**src/rtl/fsbrq_pkg.sv**
```systemverilog
// Purpose: constants for the request-phase transmit/receive block
// Assumes: one 200 MHz core clock, bus clock sampled as plain inputs
// Notes: all bus pins active low on the wire

package fsbrq_pkg;
  localparam int ADDR_HI = 39;
  localparam int ADDR_LO = 3;
  localparam int ADDR_W = ADDR_HI - ADDR_LO + 1;
  localparam int REQ_W = 5;
  localparam int SPLIT_BIT = 24;
  localparam int MASK_BIT = 20;
  localparam int SYNC_STAGES = 2;
  localparam logic [1:0] STB_IDLE_N = 2'h3;
  typedef enum logic [2:0] {
    FSBRQ_IDLE,
    FSBRQ_SUB1,
    FSBRQ_SUB2,
    FSBRQ_PAR
  } fsbrq_state_t;
endpackage : fsbrq_pkg

```
**src/rtl/fsbrq_req_phase.sv**
```systemverilog
// Purpose: request phase sender and receiver with split parity
// Assumes: bus clock pair, strobes and pins sampled by ref_clk
// Notes: bus pin outputs change on bus clock reference edges only

`timescale 1ns/1ps

// What this block does
// - subphase one carries address, subphase two carries second subphase info on same lines; request type in both
// - parity driven one bus clock after strobe, address and request lines
// - parity high when an even number of covered lines are low
// - parity 0 covers upper address in subphase one; parity 1 covers lower address and request lines
// - valid strobe marks request; receivers begin checking on it
// - receivers capture lines on both edges of source strobe 0
// - mask input forces address bit twenty to zero before issue
// - mask input is synchronised before use
// - drive and latch on rising positive crossing falling negative clock
module fsbrq_req_phase
  import fsbrq_pkg::*;
(
  input wire logic ref_clk, // core clock 200 MHz
  input wire logic sys_rst, // sync reset, high
  input wire logic diff_bus_clock_pos, // bus clock line 0
  input wire logic diff_bus_clock_neg, // bus clock line 1
  input wire logic bit_twenty_mask_in_n, // async address mask, low active
  input wire logic tx_req, // start a request
  input wire logic [ADDR_W-1:0] tx_addr, // physical address 39:3
  input wire logic [REQ_W-1:0] tx_type, // request lines 4:0
  input wire logic [ADDR_W-1:0] tx_attr, // second subphase info
  output logic tx_ready, // idle, can take tx_req
  output logic [ADDR_W-1:0] addr_out_n, // address lines driven
  output logic [REQ_W-1:0] req_out_n, // request lines driven
  output logic addr_oe_n, // address/request enable, low drives
  output logic request_valid_strobe_out_n, // strobe drive
  output logic request_valid_strobe_oe_n, // strobe enable, low drives
  output logic [1:0] addr_source_sync_strobes_out_n, // source strobes drive
  output logic request_parity_bits_out_n_0, // parity bit 0 drive
  output logic request_parity_bits_out_n_1, // parity bit 1 drive
  output logic parity_oe_n, // parity enable, low drives
  input wire logic [ADDR_W-1:0] addr_in_n, // address lines seen
  input wire logic [REQ_W-1:0] req_in_n, // request lines seen
  input wire logic request_valid_strobe_in_n, // strobe seen
  input wire logic [1:0] addr_source_sync_strobes_in_n, // source strobes seen
  input wire logic [1:0] request_parity_bits_in_n, // parity seen
  output logic rx_valid, // one-cycle pulse, request received
  output logic [ADDR_W-1:0] rx_addr, // received address
  output logic [ADDR_W-1:0] rx_attr, // received second subphase
  output logic [REQ_W-1:0] rx_type, // received request lines
  output logic rx_parity_err // one-cycle pulse with rx_valid
);
  localparam int IN_W = ADDR_W + REQ_W + 6;

  // ----------------------------------------------------------------
  // input synchronisers
  // ----------------------------------------------------------------
  logic mask_n_s;
  logic [IN_W-1:0] pins_s;
  logic bpos_s;
  logic bneg_s;

  fsbrq_sync #(.W(1), .RST_VAL(1'b1)) u_mask_sync (
    .ref_clk(ref_clk),
    .sys_rst(sys_rst),
    .async_in(bit_twenty_mask_in_n),
    .sync_out(mask_n_s)
  );

  // reset value matches the edge detector's idle pair, pos low and neg high
  fsbrq_sync #(.W(2), .RST_VAL(2'h1)) u_clk_sync (
    .ref_clk(ref_clk),
    .sys_rst(sys_rst),
    .async_in({diff_bus_clock_pos, diff_bus_clock_neg}),
    .sync_out({bpos_s, bneg_s})
  );

  fsbrq_sync #(.W(IN_W), .RST_VAL({IN_W{1'b1}})) u_pin_sync (
    .ref_clk(ref_clk),
    .sys_rst(sys_rst),
    .async_in({addr_in_n, req_in_n, request_valid_strobe_in_n,
               addr_source_sync_strobes_in_n, request_parity_bits_in_n, 1'b1}),
    .sync_out(pins_s)
  );

  wire [ADDR_W-1:0] a_s_n = pins_s[IN_W-1 -: ADDR_W];
  wire [REQ_W-1:0] r_s_n = pins_s[IN_W-ADDR_W-1 -: REQ_W];
  // bit 0 of the synchroniser is a spare constant, so the fields start at bit 1
  wire ads_s_n = pins_s[5];
  wire [1:0] stb_s_n = pins_s[4:3];
  wire [1:0] ap_s_n = pins_s[2:1];

  // ----------------------------------------------------------------
  // bus clock reference edge
  // ----------------------------------------------------------------
  logic bpos_ff;
  logic bneg_ff;
  logic bclk_edge;

  always_comb begin
    bclk_edge = (bpos_s & ~bneg_s) & ~(bpos_ff & ~bneg_ff);
  end

  always_ff @(posedge ref_clk) begin
    if (sys_rst) begin
      bpos_ff <= 1'b0;
      bneg_ff <= 1'b1;
    end else begin
      bpos_ff <= bpos_s;
      bneg_ff <= bneg_s;
    end
  end

  // ----------------------------------------------------------------
  // parity helper: returns active-low wire level
  // ----------------------------------------------------------------
  // even count of low lines gives high
  function automatic logic par_n(input logic [ADDR_W+REQ_W-1:0] lines_n,
                                 input logic [ADDR_W+REQ_W-1:0] sel);
    par_n = ~(^(~lines_n & sel));
  endfunction : par_n

  localparam logic [ADDR_W+REQ_W-1:0] HI_SEL =
    {{(ADDR_HI-SPLIT_BIT+1){1'b1}}, {(SPLIT_BIT-ADDR_LO+REQ_W){1'b0}}};
  localparam logic [ADDR_W+REQ_W-1:0] LO_SEL = ~HI_SEL;

  // ----------------------------------------------------------------
  // transmit state machine
  // ----------------------------------------------------------------
  fsbrq_state_t st_ff, nxt_st;
  logic [ADDR_W-1:0] addr_ff, nxt_addr;
  logic [ADDR_W-1:0] attr_ff, nxt_attr;
  logic [REQ_W-1:0] type_ff, nxt_type;
  logic [ADDR_W-1:0] aout_ff, nxt_aout;
  logic [REQ_W-1:0] rout_ff, nxt_rout;
  logic aoe_ff, nxt_aoe;
  logic ads_ff, nxt_ads;
  logic [1:0] stb_ff, nxt_stb;
  logic [1:0] ap_ff, nxt_ap;
  logic apoe_ff, nxt_apoe;
  logic [1:0] ap_pend_ff, nxt_ap_pend;
  logic [ADDR_W-1:0] masked_addr;

  // bit twenty forced low while mask held
  always_comb begin
    masked_addr = tx_addr;
    if (!mask_n_s) begin
      masked_addr[MASK_BIT-ADDR_LO] = 1'b0;
    end
  end

  always_comb begin
    nxt_st = st_ff;
    nxt_addr = addr_ff;
    nxt_attr = attr_ff;
    nxt_type = type_ff;
    nxt_aout = aout_ff;
    nxt_rout = rout_ff;
    nxt_aoe = aoe_ff;
    nxt_ads = ads_ff;
    nxt_stb = stb_ff;
    nxt_ap = ap_ff;
    nxt_apoe = apoe_ff;
    nxt_ap_pend = ap_pend_ff;
    unique case (st_ff)
      FSBRQ_IDLE: begin
        if (tx_req) begin
          nxt_addr = masked_addr;
          nxt_attr = tx_attr;
          nxt_type = tx_type;
          nxt_st = FSBRQ_SUB1;
        end
      end
      FSBRQ_SUB1: begin
        if (bclk_edge) begin
          nxt_aout = ~addr_ff;
          nxt_rout = ~type_ff;
          nxt_aoe = 1'b0;
          nxt_ads = 1'b0;
          nxt_stb = 2'h0;
          nxt_ap_pend[0] = par_n({~addr_ff, ~type_ff}, HI_SEL);
          nxt_ap_pend[1] = par_n({~addr_ff, ~type_ff}, LO_SEL);
          nxt_st = FSBRQ_SUB2;
        end
      end
      FSBRQ_SUB2: begin
        // second subphase on the strobe's rising edge, half clock later in
        // the real bus; here it follows the next reference edge
        if (bclk_edge) begin
          nxt_aout = ~attr_ff;
          nxt_rout = ~type_ff;
          nxt_ads = 1'b1;
          nxt_stb = STB_IDLE_N;
          // parity one bus clock after strobe
          nxt_ap = ap_pend_ff;
          nxt_apoe = 1'b0;
          nxt_st = FSBRQ_PAR;
        end
      end
      FSBRQ_PAR: begin
        if (bclk_edge) begin
          nxt_aoe = 1'b1;
          nxt_apoe = 1'b1;
          nxt_ap = 2'h3;
          nxt_st = FSBRQ_IDLE;
        end
      end
      default: nxt_st = FSBRQ_IDLE;
    endcase
  end

  always_ff @(posedge ref_clk) begin
    if (sys_rst) begin
      st_ff <= FSBRQ_IDLE;
      addr_ff <= '0;
      attr_ff <= '0;
      type_ff <= '0;
      aout_ff <= '1;
      rout_ff <= '1;
      aoe_ff <= 1'b1;
      ads_ff <= 1'b1;
      stb_ff <= STB_IDLE_N;
      ap_ff <= 2'h3;
      apoe_ff <= 1'b1;
      ap_pend_ff <= 2'h3;
    end else begin
      st_ff <= nxt_st;
      addr_ff <= nxt_addr;
      attr_ff <= nxt_attr;
      type_ff <= nxt_type;
      aout_ff <= nxt_aout;
      rout_ff <= nxt_rout;
      aoe_ff <= nxt_aoe;
      ads_ff <= nxt_ads;
      stb_ff <= nxt_stb;
      ap_ff <= nxt_ap;
      apoe_ff <= nxt_apoe;
      ap_pend_ff <= nxt_ap_pend;
    end
  end

  assign tx_ready = (st_ff == FSBRQ_IDLE);
  assign addr_out_n = aout_ff;
  assign req_out_n = rout_ff;
  assign addr_oe_n = aoe_ff;
  assign request_valid_strobe_out_n = ads_ff;
  assign request_valid_strobe_oe_n = aoe_ff;
  assign addr_source_sync_strobes_out_n = stb_ff;
  assign request_parity_bits_out_n_0 = ap_ff[0];
  assign request_parity_bits_out_n_1 = ap_ff[1];
  assign parity_oe_n = apoe_ff;

  // ----------------------------------------------------------------
  // receiver
  // ----------------------------------------------------------------
  logic [1:0] stbp_ff;
  logic [1:0] rxs_ff, nxt_rxs;
  logic [ADDR_W-1:0] raddr_ff, nxt_raddr;
  logic [ADDR_W-1:0] rattr_ff, nxt_rattr;
  logic [REQ_W-1:0] rtype_ff, nxt_rtype;
  logic rvalid_ff, nxt_rvalid;
  logic rerr_ff, nxt_rerr;
  logic [1:0] exp_ap;
  logic stb_fall;
  logic stb_rise;

  always_comb begin
    stb_fall = ~stb_s_n[0] & stbp_ff[0];
    stb_rise = stb_s_n[0] & ~stbp_ff[0];
  end

  always_comb begin
    nxt_rxs = rxs_ff;
    nxt_raddr = raddr_ff;
    nxt_rattr = rattr_ff;
    nxt_rtype = rtype_ff;
    nxt_rvalid = 1'b0;
    nxt_rerr = 1'b0;
    exp_ap[0] = par_n({~raddr_ff, ~rtype_ff}, HI_SEL);
    exp_ap[1] = par_n({~raddr_ff, ~rtype_ff}, LO_SEL);
    if (rxs_ff == 2'h0 && !ads_s_n && stb_fall) begin
      nxt_raddr = ~a_s_n;
      nxt_rtype = ~r_s_n;
      nxt_rxs = 2'h1;
    end else if (rxs_ff == 2'h1 && stb_rise) begin
      nxt_rattr = ~a_s_n;
      nxt_rxs = 2'h2;
    end else if (rxs_ff == 2'h2 && bclk_edge) begin
      nxt_rvalid = 1'b1;
      nxt_rerr = (ap_s_n != exp_ap);
      nxt_rxs = 2'h0;
    end
  end

  always_ff @(posedge ref_clk) begin
    if (sys_rst) begin
      stbp_ff <= STB_IDLE_N;
      rxs_ff <= 2'h0;
      raddr_ff <= '0;
      rattr_ff <= '0;
      rtype_ff <= '0;
      rvalid_ff <= 1'b0;
      rerr_ff <= 1'b0;
    end else begin
      stbp_ff <= stb_s_n;
      rxs_ff <= nxt_rxs;
      raddr_ff <= nxt_raddr;
      rattr_ff <= nxt_rattr;
      rtype_ff <= nxt_rtype;
      rvalid_ff <= nxt_rvalid;
      rerr_ff <= nxt_rerr;
    end
  end

  assign rx_valid = rvalid_ff;
  assign rx_addr = raddr_ff;
  assign rx_attr = rattr_ff;
  assign rx_type = rtype_ff;
  assign rx_parity_err = rerr_ff;

  // ----------------------------------------------------------------
  // checks
  // ----------------------------------------------------------------
  chk_mask_bit_low: assert property (@(posedge ref_clk) disable iff (sys_rst)
    (st_ff == FSBRQ_IDLE && tx_req && !mask_n_s) |=> !addr_ff[MASK_BIT-ADDR_LO])
    else $error("masked bit twenty not cleared");
  chk_parity_after_ads: assert property (@(posedge ref_clk) disable iff (sys_rst)
    ($rose(ads_ff) && st_ff == FSBRQ_PAR) |-> !apoe_ff)
    else $error("parity not driven after strobe");
  chk_ads_with_oe: assert property (@(posedge ref_clk) disable iff (sys_rst)
    !ads_ff |-> !aoe_ff)
    else $error("strobe without address drive");
  chk_tx_parity_val: assert property (@(posedge ref_clk) disable iff (sys_rst)
    $fell(apoe_ff) |-> ap_ff[0] == ~(^(addr_ff[ADDR_W-1 -: 16])))
    else $error("parity bit 0 coverage wrong");
  chk_only_on_edge: assert property (@(posedge ref_clk) disable iff (sys_rst)
    $fell(ads_ff) |-> $past(bclk_edge))
    else $error("strobe moved off reference edge");
  chk_sub2_attr_lines: assert property (@(posedge ref_clk) disable iff (sys_rst)
    ($rose(ads_ff) && st_ff == FSBRQ_PAR) |-> (aout_ff == ~attr_ff))
    else $error("second subphase lines do not carry request info");
endmodule : fsbrq_req_phase

```
**src/rtl/fsbrq_sync.sv**
```systemverilog
// Purpose: two flip-flop synchroniser, generic width
// Assumes: inputs asynchronous to ref_clk
// Notes: first stage feeds only the second

`timescale 1ns/1ps

module fsbrq_sync #(
  parameter int W = 1,
  parameter logic [W-1:0] RST_VAL = '0
) (
  input wire logic ref_clk, // core clock
  input wire logic sys_rst, // sync reset, high
  input wire logic [W-1:0] async_in, // raw input
  output logic [W-1:0] sync_out // synchronised
);
  logic [W-1:0] meta_ff;
  logic [W-1:0] sync_ff;

  always_ff @(posedge ref_clk) begin
    if (sys_rst) begin
      meta_ff <= RST_VAL;
      sync_ff <= RST_VAL;
    end else begin
      meta_ff <= async_in;
      sync_ff <= meta_ff;
    end
  end

  assign sync_out = sync_ff;
endmodule : fsbrq_sync
```
**config.mk**
```make
export PLATFORM = sky130hd
export DESIGN_NAME = fsbrq_req_phase
export DESIGN_NICKNAME = d
export VERILOG_FILES = /design/src/rtl/fsbrq_pkg.sv /design/src/rtl/fsbrq_req_phase.sv /design/src/rtl/fsbrq_sync.sv
export SDC_FILE = /design/constraint.sdc
export NUM_CORES = 1
export LEC_CHECK = 0
export BUFFER_PORTS_ARGS = -buffer_cell sky130_fd_sc_hd__buf_2
export CAP_MARGIN = 20
export CORE_MARGIN = 10
export CORE_UTILIZATION = 33
export CTS_CLUSTER_DIAMETER = 100
export DETAILED_ROUTE_END_ITERATION = 10
export PLACE_DENSITY = 0.64
export SLEW_MARGIN = 20
export SYNTH_ARGS = -nofsm -noshare
export SYNTH_HDL_FRONTEND = slang
export SYNTH_SLANG_ARGS = --single-unit
```
**constraint.sdc**
```tcl
create_clock -name ref_clk -period 1.9 [get_ports ref_clk]
set_clock_uncertainty 0.1 [all_clocks]
set_input_delay 0.285 -clock ref_clk [delete_from_list [all_inputs] [get_ports ref_clk]]
set_output_delay 0.285 -clock ref_clk [all_outputs]
set_load 0.1 [all_outputs]
```
## Word-level counts from Yosys, hierarchy flattened

Cells that the tools add are included.

- $add $sub $neg: 0
- Multipliers: 0
- Divide/modulo/power cells: 0
- Magnitude comparators: 0
- Equal/unequal tests: 10
- Shift operators: 0
- Muxes and demuxes: 23
- Bitwise gates (word level): 25
- Reduce and logical (&&, ||, !) cells: 28

Operators with widths:

| kind | count |
|---|---|
| parity 42 bit | 4 |
| inverter 37 bit | 4 |
| inverter 42 bit | 2 |
| two-way mux 37 bit | 2 |
| one-hot mux 37 bit (2 select lines) | 1 |
| inverter 5 bit | 3 |
| two-way mux 3 bit | 4 |
| one-hot mux 3 bit (4 select lines) | 1 |
| inverter 1 bit | 11 |
| two-way mux 2 bit | 5 |
| AND reduction 3 bit | 3 |
| != test 2 bit (second input constant) | 4 |
| one-hot mux 2 bit (2 select lines) | 2 |
| AND reduction 2 bit | 4 |
| nonzero test 2 bit | 4 |
| == test 3 x 2 -> 1 bit (second input constant) | 2 |
| one-hot mux 1 bit (2 select lines) | 3 |
| AND 1 bit | 5 |
| two-way mux 1 bit | 5 |
| logical AND 1 bit | 4 |
| AND reduction 4 bit | 1 |
| OR reduction 2 bit | 2 |
| OR reduction 4 bit | 1 |
| == test 3 x 1 -> 1 bit (second input constant) | 1 |
| 8 further kinds | 8 |

- Register bits after elaboration: 321
- Bits in latches: 0
- RAM bits: 0
- Memory bits (read-only): 0
- Input port bits: 132
- Memories: 0

## Logic depth before layout (Yosys ltp)

- Word-level depth: 8
- Gate-level depth with buffers: 8
- Depth with buffers taken out: 6

## Modules after synthesis

From an unflattened synthesis, not the netlist that was laid out.

- Cells, all modules: 1153
- Area total of the unflattened synthesis: 11227.0 µm²

By module, submodules not included:

| module | times used | cells each | area an instance (µm²) |
|---|---|---|---|
| fsbrq_req_phase | 1 | 939 | 8471.9 |
| fsbrq_sync (u_pin_sync) | 1 | 202 | 2597.5 |
| fsbrq_sync (u_clk_sync) | 1 | 8 | 105.1 |
| fsbrq_sync (u_mask_sync) | 1 | 4 | 52.6 |

## Least setup slack after synthesis

Ideal clock, no wire load.

- Path kind: reg2reg
- Start point: register st_ff[0]
- End point: register addr_ff[0]
- Setup time: 0.070 ns
- Data arrival time: 2.338 ns
- Data required time: 1.730 ns
- Setup slack: -0.608 ns
- Stages on the path, launching flop included: 9
- Path buffers: 3
- Cells stage by stage: dfxtp_1 -> inv_1 -> ha_1 -> and2_1 -> buf_2 -> clkbuf_1 -> buf_1 -> nand2_1 -> a21oi_1

- Cells in the longest elaborated chain, start to end: 2

Ends and longest elaborated chain:

| item | line | RTL |
|---|---|---|
| start: declaration | fsbrq_req_phase.sv:127 | `fsbrq_state_t st_ff, nxt_st;` |
| start signal: assignment | fsbrq_req_phase.sv:224 | `st_ff <= nxt_st;` |
| logical NOT 3 bit | n/a |  |
| named net tx_ready | fsbrq_req_phase.sv:29 | `output logic tx_ready,` |
| AND reduction 2 bit (no line) | n/a |  |
| end signal: assignment | fsbrq_req_phase.sv:225 | `addr_ff <= nxt_addr;` |
| end: declaration | fsbrq_req_phase.sv:128 | `logic [ADDR_W-1:0] addr_ff, nxt_addr;` |

The timed path passes the listed nets, and every way through them passes these cells.
A chain may end at the register's enable or synchronous reset.

## Worst setup path in the final report

- Start point: register raddr_ff[19] (netlist: rx_addr[19])
- End point: register rerr_ff (netlist: rx_parity_err)

- Cells in the longest elaborated chain, start to end: 5

Ends and longest elaborated chain:

| item | line | RTL |
|---|---|---|
| start: declaration | fsbrq_req_phase.sv:255 | `logic [ADDR_W-1:0] raddr_ff, nxt_raddr;` |
| start signal: assignment | fsbrq_req_phase.sv:304 | `raddr_ff <= nxt_raddr;` |
| inverter 37 bit | fsbrq_req_phase.sv:277 | `exp_ap[1] = par_n({~raddr_ff, ~rtype_ff}, LO_SEL);` |
| inverter 42 bit | fsbrq_req_phase.sv:117 | `par_n = ~(^(~lines_n & sel));` |
| parity 42 bit | fsbrq_req_phase.sv:117 |  |
| inverter 1 bit | fsbrq_req_phase.sv:117 |  |
| != test 2 bit | fsbrq_req_phase.sv:287 | `nxt_rerr = (ap_s_n != exp_ap);` |
| end signal: assignment | fsbrq_req_phase.sv:308 | `rerr_ff <= nxt_rerr;` |
| end: declaration | fsbrq_req_phase.sv:259 | `logic rerr_ff, nxt_rerr;` |

No other way between the ends.

==> summary.txt <==
Clocking
  • CTS sink count: 314
  • Skew-Pair Late Insertion Delay: 0.50 ns
  • # H-tree levels: 2
  • CTS root buf: clkbuf_16
  • CTS tree: yes
  • CTS Buffer Depth: 3
  • CTS Buf Count: 34
  • Setup Buffers After CTS: 0
  • Reg clk slew, reported paths: about 0.06 ns

Global route
  • Vias in the first global route: 9199
  • GRT overflow: 0
  • Largest net degree at the start of global routing: 80
  • First-pass GRT wire length: roughly 49000 µm
  • Initial antenna violation count: 1
  • Gr usage total: about 14%

STA
  • Rel. slew slack: between 60% and 70%
  • Setup TNS: 0 ns
  • Final setup margin: ~0.091 ns
  • Fin crit period: approximately 1.8 ns
  • Max Freq: 553 MHz
  • Tcrit/Tclk final: between 90% and 100%
  • Slew @ Worst Pin: between 0.5 and 0.6 ns
  • Final setup viols: 0
  • Final number of hold-violating endpoints: 0
  • Pins Over Slew Limit: 0
  • RSZ-0062 raised after global routing: no

Floorplan
  • # rows: 67
  • Die width: 203 µm
  • Die Y: between 200 and 250 µm
  • Initial Util: around a third
  • I/O pin count: between 200 and 300
  • Die area: 41400 µm²
  • Core area: 33400 µm²

Routing
  • Post-route DRC: 0
  • Vias: approximately 9100
  • Drt wl/cell: approximately 16 µm
  • Drt total wl: a little over 30000 µm
  • Pre-antenna DRT Iters: 5
  • Vias per Instance: 4.58
  • DRT iter0 DRCs: 363
  • Routed Antenna Nets: 0

Logic synthesis
  • Syn_nets: around 1300
  • Share of the synthesized area in the top cell type: between 50 and 60%
  • Yosys warns: 0
  • Cells after synthesis: about 1100
  • Top cells by area, synth: dfxtp_1, nand2_1, or2_2
  • FF+latch count, synth: roughly 310
  • Avg Inst Size Synth: around 9.7 µm²
  • Synth area leader: dfxtp_1
  • Share of synthesized registers carrying an async set or reset: 0%
  • Sequential fraction of the synthesis area: approximately 57%
  • Mapped Area: 11100 µm²
  • Post-synth top flop: dfxtp_1
  • Post-synth EDFFs: 0
  • Synth unique cells: 31

Final layout
  • Commonest cells after routing, fill and taps aside: dfxtp_1, buf_2, nand2_1
  • Most common cell after layout, fill and taps aside: dfxtp_1
  • ANT cells: 0
  • Post-route cell area: around 15000 µm²
  • Area Overhead vs Synth: 39.1%
  • Layout Nets: 1650
  • Layout cells sized above 1: around a third
  • Layout fillers: between 3000 and 4000
  • Final Core Density: 46.3%

Power and ir drop
  • Final Total Pwr: roughly 17 mW
  • Maximum VDD drop: ~0.76 mV
  • Cell Pwr Density: 1090 nW/µm²
  • Leak: approximately 6.4 nW

Worst hold path
  • Hold Path Class: primary input to flop
  • Min-Delay Startpoint: sys_rst

Worst setup path
  • Crit path from: rx_addr[19]$_SDFFE_PP0P_
  • Setup CP Type: flop to flop
  • Worst r2r src: rx_addr[19]$_SDFFE_PP0P_
  • CP required: approximately 2.2 ns
  • Setup crit end kind: flop
  • Crit start category: flop
  • Crit Path Max Fanout: 3
  • Worst EP arrival: approximately 2.1 ns

Job
  • MaxCap Viol Count: 0

Placement
  • PortBufs: between 200 and 300
  • Detail Placement HPWL: between 20000 and 25000 µm
  • Area after DPL: ~13000 µm²
  • RePlAce Congestion: between 0.7 and 0.8
  • Post-place setup slack: slightly below 0.09 ns

Outcome
  • Status: complete, no violations
[synth_stat cells (2+ instances only)]
master      n
dfxtp_1   314
nand2_1   206
or2_2      98
nor2_1     84
a21oi_1    81
a211oi_1   79
clkbuf_1   69
xnor2_1    65
o211ai_1   43
mux2_2     37
buf_1       8
buf_2       7
xor2_1      7
nor3_1      6
o21ai_0     6
inv_1       5
xnor3_1     5
ha_1        4
nor2b_1     4
buf_4       3
a221o_1     2
and2_1      2
nand3_1     2
nor3b_1     2
or3_1       2
[flip-flops by register name, summed over array words and instances (netlist names), 5 cells and up]
signal	flops
attr_ff	37
rx_attr	37
req_out_n	5
type_ff	5
u_pin_sync.sync_out	46
addr_ff	37
addr_out_n	37
rx_addr	37
rx_type	5
u_pin_sync.meta_ff	46
[repair_timing]
item	in CTS	in global routing
hold buffers	128	0
resized for setup	1	1
cloned	0	0
hold endpoints to repair	128	0
setup endpoints to repair	1	1
[layout make-up]
type                            count  area [µm²]  area share, %
Clock buffer                       49         977           6.33
Clock inverter                      9        67.6          0.438
Sequential cell                   314        6350           41.2
Multi-Input combinational cell    741        4490           29.1
Timing Repair Buffer              418        2970           19.2
Tap cell                          448         561           3.63
Inverter                            5        18.8          0.122
[critical path, stage by stage, from the launching register on]
cell	delay, ns
dfxtp_4	0.35
xor2_1	0.18
xnor2_1	0.15
xnor3_1	0.43
xnor3_1	0.40
a21boi_1	0.13
[path summary, 6_finish.rpt]
kind,cells past startpoint,slack (ns),end
max,5,0.09,rx_parity_err$_SDFF_PP0_
min,2,0.10,rx_attr[32]$_SDFFE_PP0P_
max reg2reg,5,0.09,rx_parity_err$_SDFF_PP0_
min reg2reg,1,0.30,rx_type[1]$_SDFFE_PP0P_
[power by group]
part	internal (mW)	total, mW	switching (mW)
sequential	7.02	7.29	0.276
combinational	1.59	3.43	1.83
clock	3.59	6.17	2.58
total	12.2	16.9	4.69
[per-stage QoR]
stage	hold WS, ns	instances
floorplan	0.282	1147
global placement	0.284	1798
detailed placement	0.291	1798
CTS	0.0846	1984
global route	0.120	1984
finish	0.104	1984
[per-layer routing]
metal | track usage (%) | vias to the layer above | wire length, µm
met5 | 0 | - | 12
met4 | 4.40 | 2 | 693
met3 | 4.36 | 58 | 2490
met2 | 23.3 | 314 | 14100
met1 | 18.2 | 4172 | 13700
li1 | - | 4546 | -
[cells by family (layout without fill, tap and decap cells)]
family | after synthesis | in the layout | synth area share, %
buf+inv | 92 | 481 | 3.29
simple gates | 408 | 408 | 16.5
compound gates | 214 | 214 | 12.6
flops | 314 | 314 | 56.7
mux | 38 | 38 | 3.85
fa+ha+maj | 4 | 4 | 0.451
xor+xnor | 77 | 77 | 6.70
Power figures use the tool's default switching activity.
